--- src/hw/pild_pkg.sv ---
// ============================================================
// Shared constants for the port input and immediate load decoder
package pild_pkg;
  // Instruction word and data widths
  localparam int unsigned INSTR_W = 10;
  localparam int unsigned NIB_W = 4;
  // Fixed opcodes
  localparam logic [9:0] OP_PORT_TWO = 10'h262;
  localparam logic [9:0] OP_INC_DIGIT = 10'h013;
  // Prefixes of the immediate forms
  localparam logic [5:0] PFX_LOAD_ACC = 6'h07;
  localparam logic [1:0] PFX_LOAD_PTRS = 2'h3;
  // Field positions
  localparam int unsigned IMM_LSB = 0;
  localparam int unsigned FILE_LSB = 4;
  localparam int unsigned DIGIT_LSB = 0;
  // Values after reset
  localparam logic [3:0] ACC_RST = 4'h0;
  localparam logic [3:0] FILE_RST = 4'h0;
  localparam logic [3:0] DIGIT_RST = 4'h0;
  // Synchroniser depth for the input port
  localparam int unsigned SYNC_STAGES = 2;
  // Instruction classes, one-hot
  typedef enum logic [4:0] {
    PILD_CLS_OTHER = 5'b00001,
    PILD_CLS_PORT = 5'b00010,
    PILD_CLS_INC = 5'b00100,
    PILD_CLS_LDA = 5'b01000,
    PILD_CLS_LDP = 5'b10000
  } pild_cls_t;
endpackage : pild_pkg

--- src/hw/pild_sync.sv ---
`timescale 1ns/1ps
`default_nettype none
// ============================================================
// Two-stage synchroniser for a nibble-wide input port
module pild_sync
  import pild_pkg::*;
(
  // Clock and reset
  input wire logic core_clk_i,
  input wire logic resetn_i,
  // Asynchronous nibble in, synchronised nibble out
  input wire logic [3:0] async_i,
  output logic [3:0] sync_o
);
  // Both stages held in one struct; first stage feeds only the second
  typedef struct packed {
    logic [3:0] meta;
    logic [3:0] stable;
  } pild_sync_st_t;
  pild_sync_st_t st_r;
  pild_sync_st_t st_nxt;

  // ============================================================
  // Next value
  always_comb
  begin
    st_nxt.meta = async_i;
    st_nxt.stable = st_r.meta;
  end

  // ============================================================
  // Registers, cleared to zero so the port reads a defined level
  always_ff @(posedge core_clk_i)
  begin
    if (!resetn_i)
      st_r <= '0;
    else
      st_r <= st_nxt;
  end

  assign sync_o = st_r.stable;
endmodule : pild_sync
`default_nettype wire

--- src/hw/pild_core.sv ---
`timescale 1ns/1ps
`default_nettype none
module pild_core
  import pild_pkg::*;
(
  // Clock and reset
  input wire logic core_clk_i,
  input wire logic resetn_i,
  // Instruction stream, one word per machine cycle
  input wire logic instr_valid_i,
  input wire logic [pild_pkg::INSTR_W-1:0] instr_i,
  // Third input port pins, asynchronous
  input wire logic [pild_pkg::NIB_W-1:0] third_input_port_i,
  // Architectural registers
  output logic [pild_pkg::NIB_W-1:0] acc_o,
  output logic [pild_pkg::NIB_W-1:0] file_ptr_o,
  output logic [pild_pkg::NIB_W-1:0] digit_ptr_o,
  // Per-cycle status of the last word taken
  output logic done_o,
  output logic skipped_o,
  output logic pc_inc_o
);
  import pild_pkg::*;

  // ============================================================
  // Instruction classifier, used by the datapath and the checks
  function automatic pild_cls_t pild_classify(input logic [9:0] w);
    pild_cls_t c;
    c = PILD_CLS_OTHER;
    if (w == OP_PORT_TWO)
      c = PILD_CLS_PORT;
    else if (w == OP_INC_DIGIT)
      c = PILD_CLS_INC;
    else if (w[9:4] == PFX_LOAD_ACC)
      c = PILD_CLS_LDA;
    else if (w[9:8] == PFX_LOAD_PTRS)
      c = PILD_CLS_LDP;
    return c;
  endfunction : pild_classify

  // ============================================================
  // State of the block
  typedef struct packed {
    logic [3:0] acc; // Accumulator
    logic [3:0] fptr; // File pointer
    logic [3:0] dptr; // Digit pointer
    logic skip_pend; // Next word is to be skipped
    pild_cls_t prev; // Class of the previous word taken
    logic done; // Pulse: a word was taken
    logic skipped; // Pulse: that word was skipped
  } pild_st_t;
  pild_st_t st_r;
  pild_st_t st_nxt;

  logic [3:0] port_sync; // Synchronised port levels
  pild_cls_t cls; // Class of the current word
  logic skip_now; // Current word is suppressed
  logic [3:0] dptr_inc; // Incremented digit pointer

  // ============================================================
  // Port pins come from outside the clock domain
  pild_sync u_sync (
    .core_clk_i(core_clk_i),
    .resetn_i(resetn_i),
    .async_i(third_input_port_i),
    .sync_o(port_sync)
  );

  assign cls = pild_classify(instr_i);
  assign dptr_inc = 4'(st_r.dptr + 4'h1);
  // Suppressed by a pending zero skip or by an unbroken load run
  assign skip_now = st_r.skip_pend
    || (cls == PILD_CLS_LDA && st_r.prev == PILD_CLS_LDA)
    || (cls == PILD_CLS_LDP && st_r.prev == PILD_CLS_LDP);

  // ============================================================
  // Execute one word per valid cycle
  always_comb
  begin
    st_nxt = st_r;
    st_nxt.done = 1'b0;
    st_nxt.skipped = 1'b0;
    if (instr_valid_i)
    begin
      // Run tracking counts skipped words too, so a run stays unbroken
      st_nxt.prev = cls;
      st_nxt.done = 1'b1;
      st_nxt.skip_pend = 1'b0;
      if (skip_now)
      begin
        // No-op: nothing changes but the program counter
        st_nxt.skipped = 1'b1;
      end
      else
      begin
        unique case (cls)
          PILD_CLS_PORT: st_nxt.acc = port_sync;
          PILD_CLS_INC:
          begin
            st_nxt.dptr = dptr_inc;
            st_nxt.skip_pend = (dptr_inc == 4'h0);
          end
          PILD_CLS_LDA: st_nxt.acc = instr_i[IMM_LSB +: 4];
          PILD_CLS_LDP:
          begin
            st_nxt.fptr = instr_i[FILE_LSB +: 4];
            st_nxt.dptr = instr_i[DIGIT_LSB +: 4];
          end
          PILD_CLS_OTHER: st_nxt.acc = st_r.acc;
        endcase
      end
    end
  end

  // ============================================================
  // State register
  always_ff @(posedge core_clk_i)
  begin
    if (!resetn_i)
    begin
      st_r.acc <= ACC_RST;
      st_r.fptr <= FILE_RST;
      st_r.dptr <= DIGIT_RST;
      st_r.skip_pend <= 1'b0;
      st_r.prev <= PILD_CLS_OTHER;
      st_r.done <= 1'b0;
      st_r.skipped <= 1'b0;
    end
    else
      st_r <= st_nxt;
  end

  // Outputs straight from flops
  assign acc_o = st_r.acc;
  assign file_ptr_o = st_r.fptr;
  assign digit_ptr_o = st_r.dptr;
  assign done_o = st_r.done;
  assign skipped_o = st_r.skipped;
  // Every word, executed or skipped, advances the count by one
  assign pc_inc_o = st_r.done;

  // ============================================================
  // Checks
  port_load_a: assert property (@(posedge core_clk_i) disable iff (!resetn_i)
    instr_valid_i && cls == PILD_CLS_PORT && !skip_now |=> acc_o == $past(port_sync))
    else $error("port read did not reach accumulator");

  inc_value_a: assert property (@(posedge core_clk_i) disable iff (!resetn_i)
    instr_valid_i && cls == PILD_CLS_INC && !skip_now |=> digit_ptr_o == 4'($past(st_r.dptr) + 4'h1))
    else $error("digit pointer not incremented");

  // A wrap to zero arms the skip flag; the next word taken is then dropped
  inc_skip_a: assert property (@(posedge core_clk_i) disable iff (!resetn_i)
    instr_valid_i && cls == PILD_CLS_INC && !skip_now && st_r.dptr == 4'hf |=> st_r.skip_pend)
    else $error("zero wrap did not arm the skip");

  skip_apply_a: assert property (@(posedge core_clk_i) disable iff (!resetn_i)
    st_r.skip_pend && instr_valid_i |=> skipped_o && !st_r.skip_pend)
    else $error("pending skip was not applied to the next word");

  // Idle cycles must not lose the pending skip, or a stalled fetch would run the word
  skip_hold_a: assert property (@(posedge core_clk_i) disable iff (!resetn_i)
    st_r.skip_pend && !instr_valid_i |=> st_r.skip_pend)
    else $error("pending skip lost in an idle cycle");

  inc_noskip_a: assert property (@(posedge core_clk_i) disable iff (!resetn_i)
    instr_valid_i && cls == PILD_CLS_INC && !skip_now && st_r.dptr != 4'hf |=> !st_r.skip_pend)
    else $error("skip armed without zero result");

  lda_load_a: assert property (@(posedge core_clk_i) disable iff (!resetn_i)
    instr_valid_i && cls == PILD_CLS_LDA && !skip_now |=> acc_o == $past(instr_i[3:0]))
    else $error("immediate not loaded into accumulator");

  lda_run_a: assert property (@(posedge core_clk_i) disable iff (!resetn_i)
    instr_valid_i && cls == PILD_CLS_LDA && st_r.prev == PILD_CLS_LDA |=> skipped_o && $stable(acc_o))
    else $error("repeated accumulator load took effect");

  // First load of a run must act, else a lone load would be lost
  lda_first_a: assert property (@(posedge core_clk_i) disable iff (!resetn_i)
    instr_valid_i && cls == PILD_CLS_LDA && st_r.prev != PILD_CLS_LDA && !st_r.skip_pend |=> !skipped_o)
    else $error("first accumulator load of a run was skipped");

  ldp_load_a: assert property (@(posedge core_clk_i) disable iff (!resetn_i)
    instr_valid_i && cls == PILD_CLS_LDP && !skip_now
    |=> file_ptr_o == $past(instr_i[7:4]) && digit_ptr_o == $past(instr_i[3:0]))
    else $error("pointer immediates not loaded");

  ldp_run_a: assert property (@(posedge core_clk_i) disable iff (!resetn_i)
    instr_valid_i && cls == PILD_CLS_LDP && st_r.prev == PILD_CLS_LDP
    |=> skipped_o && $stable(file_ptr_o) && $stable(digit_ptr_o))
    else $error("repeated pointer load took effect");

  // First pointer load of a run must act as well
  ldp_first_a: assert property (@(posedge core_clk_i) disable iff (!resetn_i)
    instr_valid_i && cls == PILD_CLS_LDP && st_r.prev != PILD_CLS_LDP && !st_r.skip_pend |=> !skipped_o)
    else $error("first pointer load of a run was skipped");

  skip_nop_a: assert property (@(posedge core_clk_i) disable iff (!resetn_i)
    skipped_o |-> pc_inc_o && $stable(acc_o) && $stable(file_ptr_o))
    else $error("skipped word changed state or stalled");

  skip_digit_a: assert property (@(posedge core_clk_i) disable iff (!resetn_i)
    skipped_o |-> $stable(digit_ptr_o))
    else $error("skipped word changed the digit pointer");

  lda_run_c: cover property (@(posedge core_clk_i) disable iff (!resetn_i)
    instr_valid_i && cls == PILD_CLS_LDA ##1 instr_valid_i && cls == PILD_CLS_LDA);
  ldp_run_c: cover property (@(posedge core_clk_i) disable iff (!resetn_i)
    instr_valid_i && cls == PILD_CLS_LDP ##1 instr_valid_i && cls == PILD_CLS_LDP);
  wrap_skip_c: cover property (@(posedge core_clk_i) disable iff (!resetn_i)
    st_r.skip_pend && instr_valid_i);
  port_read_c: cover property (@(posedge core_clk_i) disable iff (!resetn_i)
    instr_valid_i && cls == PILD_CLS_PORT && !skip_now);
  inc_step_c: cover property (@(posedge core_clk_i) disable iff (!resetn_i)
    instr_valid_i && cls == PILD_CLS_INC && !skip_now);
endmodule : pild_core
`default_nettype wire

--- config.mk ---
export PLATFORM = sky130hd
export DESIGN_NAME = pild_core
export DESIGN_NICKNAME = d
export VERILOG_FILES = /design/src/hw/pild_pkg.sv /design/src/hw/pild_sync.sv /design/src/hw/pild_core.sv
export SDC_FILE = /design/constraint.sdc
export NUM_CORES = 1
export LEC_CHECK = 0
export ABC_CLOCK_PERIOD_IN_PS = 4300
export BUFFER_PORTS_ARGS = -buffer_cell sky130_fd_sc_hd__clkbuf_2
export CORE_ASPECT_RATIO = 1.5
export CORE_MARGIN = 5
export CORE_UTILIZATION = 55
export DETAILED_ROUTE_END_ITERATION = 7
export GPL_TIMING_DRIVEN = 0
export HOLD_SLACK_MARGIN = 0.03
export PLACE_DENSITY = 0.89
export SLEW_MARGIN = 30
export SYNTH_ARGS = -nofsm -noshare
export SYNTH_HDL_FRONTEND = slang
export SYNTH_SLANG_ARGS = --single-unit
export TNS_END_PERCENT = 100
--- constraint.sdc ---
create_clock -name core_clk_i -period 4.3 [get_ports core_clk_i]
set_clock_uncertainty 0.1 [all_clocks]
set_input_delay 0.43 -clock core_clk_i [delete_from_list [all_inputs] [get_ports core_clk_i]]
set_output_delay 0.43 -clock core_clk_i [all_outputs]
set_load 0.01 [all_outputs]
## After elaboration in Yosys (flattened, before gate mapping)

Cells that the tools add are included.
Widths: inputs -> output; s select.

| storage, ports and cells | value |
|---|---|
| bits in registers | 28 |
| input port bits | 17 |
| logic and storage cells | 42 |

| operators by class | value |
|---|---|
| add/subtract/negate cells | 1 |
| equal/unequal tests | 10 |
| mux-type cells | 10 |
| bitwise operators | 1 |
| reduce and logical (&&, ||, !) cells | 11 |

Operators with widths:

| operator | number |
|---|---|
| $mux 5 | 4 |
| $pmux 4 s2 | 2 |
| $eq 10x10->1 const B | 1 |
| $eq 10x5->1 const B | 1 |
| $eq 5x4->1 const B | 2 |
| $eq 5x5->1 const B | 2 |
| $reduce_and 3->1 | 3 |
| $eq 6x3->1 const B | 1 |
| $eq 5x2->1 const B | 1 |
| $eq 5x3->1 const B | 1 |
| $add 4x1->4 const B | 1 |
| $logic_not 4->1 | 1 |
| $reduce_bool 2->1 | 2 |
| $mux 1 | 3 |
| $eq 2x2->1 const B | 1 |
| $logic_and 1x1->1 | 2 |
| $logic_or 1x1->1 | 2 |
| $mux 2 | 1 |
| $reduce_and 2->1 | 1 |
| $not 1->1 | 1 |

## Logic depth before layout (Yosys ltp)

Gate-level depths: netlist of the first run.

| logic depth | value |
|---|---|
| word-level depth | 11 |
| depth in mapped cells | 7 |
| depth with buffers taken out | 5 |

## Modules after synthesis

A second synthesis of the first run with hierarchy kept.

| unflattened totals | value |
|---|---|
| cells, all modules | 145 |
| area, all modules | 1,407.6 sq um |

Modules (own cells, without submodules):

| module | times used | cells each | area an instance (sq um) | seq. area each (sq um) |
|---|---|---|---|---|
| pild_core | 1 | 129 | 1,197.4 | 400.4 |
| pild_sync | 1 | 16 | 210.2 | 160.2 |

## Least setup slack after synthesis of the first run

Ideal clock, no wire load.

| timing path | value |
|---|---|
| path kind | input to register |
| start | input port instr_i[7] in the netlist's numbering |
| end | register st_r, in the netlist digit_ptr_o[2] |
| setup time | 0.124 ns |
| data arrival time | 1.507 ns |
| required time | 4.076 ns |
| setup slack | 2.569 ns |
| stages on the path | 5 |
| cell sequence | or4b_4 o211ai_2 and2_4 a21oi_4 mux2i_1 |

| on the way | value |
|---|---|
| longest elaborated chain between the ends | 10 |
| elaborated cells between the ends (all ways) | 17 |
| classes of those cells | eq/ne (6); mux (4); bitwise (1); reduce/logical (6) |

RTL lines:

| what | RTL line | text |
|---|---|---|
| from (decl) | pild_core.sv:11 | `input wire logic [pild_pkg::INSTR_W-1:0] instr_i,` |
| $eq 6x3->1 | pild_core.sv:34 | `else if (w[9:4] == PFX_LOAD_ACC)` |
| $mux 5 | pild_core.sv:34 |  |
| $mux 5 | pild_core.sv:32 | `else if (w == OP_INC_DIGIT)` |
| $mux 5 * | pild_core.sv:30 | `if (w == OP_PORT_TWO)` |
| $eq 5x4->1 | pild_core.sv:73 | `\|\| (cls == PILD_CLS_LDA && st_r.prev == PILD_CLS_LDA)` |
| $logic_and 1x1->1 | pild_core.sv:73 |  |
| $logic_or 1x1->1 | pild_core.sv:73 |  |
| $logic_or 1x1->1 | pild_core.sv:74 | `\|\| (cls == PILD_CLS_LDP && st_r.prev == PILD_CLS_LDP);` |
| $not 1->1 (no source line) | -- |  |
| $reduce_and 3->1 (no source line) | -- |  |
| to (signal assigned) | pild_core.sv:130 | `st_r <= st_nxt;` |
| to (decl) | pild_core.sv:52 | `pild_st_t st_r;` |

Every way passes the cells marked *; elsewhere a longest branch is shown, timed or not.
A chain may end at the register's enable or synchronous reset.

## Worst setup path in the final report of the first run

| timing path | value |
|---|---|
| start | input port instr_i[3] in the netlist's numbering |
| end | register st_r, in the netlist acc_o[3] |

| on the way | value |
|---|---|
| longest elaborated chain between the ends | 9 |
| elaborated cells between the ends (all ways) | 15 |
| classes of those cells | eq/ne (5); mux (3); bitwise (1); reduce/logical (6) |

RTL lines:

| what | RTL line |
|---|---|
| $eq 10x5->1 | pild_core.sv:32 |
| $mux 5 | pild_core.sv:32 |
| $mux 5 | pild_core.sv:30 |
| $eq 5x4->1 | pild_core.sv:73, pild_core.sv:96 |
| $logic_and 1x1->1 | pild_core.sv:73 |
| $logic_or 1x1->1 | pild_core.sv:73 |
| $logic_or 1x1->1 | pild_core.sv:74 |
| $not 1->1 (no source line) | -- |
| $reduce_and 3->1 (no source line) | -- |

Parallel ways exist; a longest one is shown, timed or not.

==> results of run 1 <==
## power groups by stage
stage / Sequential (mW) / Clock (mW) / Combinational [mW]
2_1_floorplan: 0.277 / 0 / 0.0424
3_3_place_gp: 0.278 / 0 / 0.0620
3_5_place_dp: 0.279 / 0 / 0.0649
4_1_cts: 0.273 / 0.174 / 0.0659
5_1_grt: 0.274 / 0.187 / 0.0720
6_report: 0.273 / 0.173 / 0.0659
## final cells by class
type	count	share of cell area, %
clock inverters	1	1.82
repair buffers	29	8.79
clock buffers	3	1.36
inverters	3	0.682
well taps	24	1.82
multi-input cells	101	42.5
flip-flops and latches	28	33.9
plain buffers	19	9.09
## sequential cells by signal, summed over array words and instances (netlist names)
register,flops
digit_ptr_o,4
done_o,1
u_sync.st_nxt,4
acc_o,4
file_ptr_o,4
u_sync.sync_o,4
skipped_o,1
st_r,6
## layer usage
| layer | vias up | GRT usage, % | share of wire, % |
|---|---|---|---|
| met5 | - | 0 | 0 |
| met4 | 0 | 6.41 | 1.2 |
| met3 | 6 | 2.87 | 4.4 |
| met2 | 39 | 35.8 | 57 |
| met1 | 557 | 17.8 | 38 |
| li1 | 577 | - | - |
## worst max-delay path by stage
| stage | slack [ns] | startpoint | to |
|---|---|---|---|
| 2_1_floorplan | 2.57 | instr_i[7] | digit_ptr_o[2] |
| 3_3_place_gp | 2.37 | instr_i[8] | digit_ptr_o[3] |
| 3_5_place_dp | 2.29 | instr_i[8] | acc_o[3] |
| 4_1_cts | 2.66 | instr_i[8] | acc_o[3] |
| 5_1_grt | 2.54 | instr_i[8] | acc_o[3] |
| 6_report | 2.64 | instr_i[3] | acc_o[3] |
## worst register-to-register path, delay by kind of cell, from the launching register on
kind               cells  cell delay (ns)
AOI/OAI and AO/OA      1             0.06
DFF                    1             0.34
muxes                  1             0.14
and+or+nand+nor        3             0.71
## cells in the mapped netlist (all sizes together) (3+ instances only)
cell type / number
nand2: 22
nor3: 3
o211ai: 4
a311oi: 4
a21oi: 6
and2: 11
mux2i: 14
nor2: 5
nand3: 5
buf: 18
dfxtp: 28
inv: 3
## logic make-up (layout without fill, tap and decap cells)
| group | after synthesis | count (layout) | synth area share (%) |
|---|---|---|---|
| and+or+nand+nor | 63 | 63 | 25.6 |
| DFF | 28 | 28 | 39.4 |
| buffers and inverters | 22 | 55 | 11.3 |
| AOI/OAI and AO/OA | 18 | 18 | 9.49 |
| muxes | 15 | 15 | 10.6 |
| xor gates and xnor gates | 3 | 3 | 1.85 |
| adders and majority gates | 2 | 2 | 1.76 |
## stage by stage
step	hold slack, ns	util, %
floorplan	0.312	-
global placement	0.314	64.5
detailed placement	0.319	64.5
CTS	0.189	66.7
global route	0.187	66.7
finish	0.192	66.7
==> results_dict.tcl, run 1 <==
set metrics [dict create \
    hpwl_um 2400 \
    setup_tns_ns 0 \
    clock.fmax_ghz 0.601 \
    end_kind "register" \
    drcViolationCount 0 \
    syn_nets 170 \
    place_area_mm2 0.00160 \
    diodes 0 \
    rows 22 \
    p_clk_share_pct 33.9 \
    syn_avg_cell_area_um2 9.43 \
    required_ns 4.45 \
    drt-pass1-iter-count 4 \
    combPwrFrac_pct 12.9 \
    design_area_mm2 0.00165 \
    synth_cell_types 39 \
    cpLargestDelayFamily "simple AND/OR/NAND/NOR gates" \
    ys_seq_area_share_pct 39.4 \
    gp_congestion 0.862 \
    die_area_mm2 0.00373 \
    yosys_warnings 0 \
    ys_ff_latch 28 \
    drive_above_1_share_pct 33.2 \
    min_period_ns 1.66 \
    peakVddDrop_mv 0.288 \
    final_hold_viol_count 0 \
    worst_slew_margin_rel_pct 76.0 \
    port_buffers 29 \
    crit_chain "clkbuf_2 -> nor3b_1 -> and4b_1 -> or2_1 -> buf_4 -> a21oi_1 -> a311oi_1" \
    nFillCells 201 \
    status "completed" \
    synth-edff-count 0 \
    cts_tree "yes" \
    stdcell_count 208 \
    die_height_um 72.3 \
    p_int_mw 0.393 \
    die_w_um 51.5 \
    grt_pass1_wl_um 5180 \
    synth_top_area_share_pct 39.4 \
    synth_flop_cell "dfxtp_1" \
    path_class "in -> reg" \
    crit_path_top_delay_cell "nor3b_1" \
    wirelength_um 3100 \
    cts_resized 0 \
    hold_path_end "u_sync.st_nxt[0]" \
    clockBufferDepth 2 \
    switching_share_pct 23.2 \
    path_max_fanout 8 \
    fin_crit_sh_pct 38.7 \
    arrival_ns 1.81 \
    worst_r2r_path_depth 5 \
    core_area_mm2 0.00248 \
    postCtsSetupBuffers 0 \
    path_buf_inv 2 \
    rsz0062_at_grt "false" \
    grt.overflow.total 0 \
    total_power_mw 0.512 \
    antenna_found_initial 0 \
    cts_sinks 28 \
    h-tree-depth 1 \
    p_sw_mw 0.119 \
    placed_cells 204 \
    grt_pass1_vias 1188 \
    power_density_mw_per_mm2 310 \
    start_util_pct 57.5 \
    r2r_end "digit_ptr_o[1]" \
    nets 204 \
    postSynthCellCount 151 \
    power.leakage_nw 0.739 \
    hold_buffers 0 \
    grt_max_degree 17 \
    post-synth-top-area-cell "dfxtp_1" \
    syn2layout_area_growth_pct 16.0 \
    syn_area_mm2 0.00142 \
    via_count 1179 \
    synthTopCellsByArea "dfxtp_1 (39%), mux2i_1 (9.8%), buf_4 (7.9%)" \
    avgViaCountPerCell 5.67 \
    io_pins 32 \
    layout_common_cells "clkbuf_2 (29), dfxtp_1 (28), nand2_1 (20)" \
    slowest_delay_ns 0.34 \
    clock_latency_ns 0.33 \
    seqPwrFrac_pct 53.3 \
    grt_usage_pct 18.0 \
    max_cap_violations 0 \
    holdCritStartpoint "third_input_port_i[0]" \
    wl_per_cell_um 14.9 \
    setup_ws_ns 2.64 \
    worst_slew_pin_slew_ns 0.359 \
    min-delay-path-class "in -> reg" \
    clk_pin_slew_ns 0.15 \
    setup_violations 0 \
    ff2ff_setup_slack_ns 2.86 \
    final_antenna_net_count 0 \
    startpoint_type "input pin" \
    crit_cells 7 \
    cts_made_buffers 3 \
    slew_viol_final 0 \
    reg2reg_from "st_r[2]" \
    final_common_cell "clkbuf_2" \
    pre_cts_ws_ns 2.29 \
    min_delay_path_depth 2 \
    seqCellArea_um2 561 \
    multiInputGateArea_um2 702 \
    drtIter0Drc 37 \
    async_flop_share_pct 0 \
    cts_root_buffer "clkbuf_4" \
]
Power figures use the tool's default switching activity.
==> inputs of run 2 (changes only) <==
ABC_CLOCK_PERIOD_IN_PS = 1500   (was 4300)
CORE_UTILIZATION = 48   (was 55)
PLACE_DENSITY = 0.83   (was 0.89)
clock period = 1.5 ns   (was 4.3 ns; I/O delays follow)
==> results_dict.tcl, run 2 (synthesized netlist as in run 1, its figures left out) <==
set metrics [dict create \
    worst_slew_pin_slew_ns 0.373 \
    slew_viol_final 0 \
    die_area_mm2 0.00418 \
    path_buf_inv 1 \
    power_density_mw_per_mm2 891 \
    min-delay-path-class "in -> reg" \
    rows 24 \
    place_area_mm2 0.00162 \
    grt_max_degree 17 \
    drcViolationCount 0 \
    drtIter0Drc 23 \
    io_pins 32 \
    h-tree-depth 1 \
    slowest_delay_ns 0.54 \
    arrival_ns 1.51 \
    max_cap_violations 0 \
    setup_tns_ns 0 \
    final_antenna_net_count 0 \
    crit_chain "buf_2 -> or4b_4 -> o211ai_2 -> and2_4 -> a21oi_4 -> mux2i_1" \
    hold_ws_ns 0.0396 \
    peakVddDrop_mv 0.711 \
    wl_met3_um 149 \
    wirelength_um 2990 \
    port_buffers 29 \
    largest_reg_flops 6 \
    die_w_um 54.5 \
    worst_r2r_path_depth 5 \
    via_count 1166 \
    grt_pass1_vias 1109 \
    startpoint_type "input pin" \
    power.leakage_nw 0.777 \
    start_util_pct 49.4 \
    crit_cells 6 \
    antenna_found_initial 0 \
    clock.fmax_ghz 0.690 \
    dr_wl_met2_um 1660 \
    diodes 0 \
    hpwl_um 2290 \
    min_period_ns 1.45 \
    grt_pass1_wl_um 4870 \
    final_hold_viol_count 0 \
    cts_root_buffer "clkbuf_8" \
    top_register "st_r" \
    worst_slew_margin_rel_pct 75.1 \
    syn2layout_area_growth_pct 24.0 \
    final_common_cell "clkbuf_2" \
    core_area_mm2 0.00288 \
    drive_above_1_share_pct 36.2 \
    pre_cts_ws_ns -0.251 \
    clockBufferDepth 2 \
    path_max_fanout 7 \
    required_ns 1.56 \
    status "completed" \
    crit_path_top_delay_cell "or4b_4" \
    nets 208 \
    fin_crit_sh_pct 96.7 \
    layout_common_cells "clkbuf_2 (28), dfxtp_1 (26), nand2_1 (19)" \
    nFillCells 259 \
    cts_sinks 28 \
    cpLargestDelayFamily "simple AND/OR/NAND/NOR gates" \
    m1WireLength_um 1130 \
    grt.overflow.total 0 \
    clk_pin_slew_ns 0.09 \
    wl_per_cell_um 13.2 \
    grt_usage_pct 15.3 \
    path_class "in -> reg" \
    routed.top_layer "met4" \
    end_kind "register" \
    die_height_um 76.7 \
    setup_violations 0 \
    avgViaCountPerCell 5.14 \
    final_util_pct 61.2 \
    min_delay_path_depth 3 \
    design_area_mm2 0.00177 \
    cts_made_buffers 3 \
    clock_latency_ns 0.27 \
    drt-pass1-iter-count 4 \
    setup_ws_ns 0.0500 \
    cts_tree "yes" \
    rsz0062_at_grt "false" \
    gp_congestion 0.853 \
]
run 2: cell count changes in the layout (fill, tap and decap cells not counted), sizes merged:
cell,previous run,this run
buf,18,19
clkbuf,33,32
dlygate4sd3,0,4
run 2: path summary, 6_finish.rpt:
check | from | to | slack, ns
worst min register to register | u_sync.st_nxt[1] | u_sync.sync_o[1] | 0.35
worst min-delay path | instr_valid_i | st_r[6] | 0.04
worst max register to register | st_r[2] | digit_ptr_o[3] | 0.07
worst max-delay path | instr_i[8] | digit_ptr_o[3] | 0.05
run 2: power breakdown:
part / leakage [nW] / total (mW) / switching [mW] / internal, mW
registers: 0.230 / 0.782 / 0.0143 / 0.767
clock network: 0.0357 / 0.589 / 0.232 / 0.357
logic: 0.512 / 0.202 / 0.104 / 0.0982
total: 0.777 / 1.57 / 0.350 / 1.22
run 2: repair_timing:
item                       4_1_cts  5_1_grt
hold buffers                     4        0
hold endpoints to repair         4        0
setup buffers                    0        1
setup endpoints to repair        0        4
resized for setup                0       11
run 2: layer usage:
metal  up-vias  track usage, %
met2        37            27.0
met5         -               0
li1        587               -
met3         6            2.71
met4         0            5.99
met1       536            17.2
run 2: final cells by class:
cell class / instances / area [um^2] / share of cell area, %
sequential: 28 / 563 / 31.9
inverter: 3 / 11.3 / 0.638
tap: 39 / 48.8 / 2.76
clock buffer: 3 / 41.3 / 2.34
timing repair buffer: 34 / 193 / 10.9
multi-input combinational: 101 / 736 / 41.7
clock inverter: 1 / 30.0 / 1.70
buffer: 18 / 143 / 8.08
run 2: per-stage QoR:
stage	total power, mW	cells
after CTS	1.57	227
after detailed placement	0.983	219
after global placement	0.976	219
final	1.57	227
after global routing	1.63	227
after floorplan	0.917	151
run 2: worst reg2reg max path: stages, from the launching register on:
cell	delay, ns
dfxtp_1	0.32
or3_1	0.41
nand2_2	0.12
and2_4	0.19
a21oi_4	0.06
mux2i_1	0.13
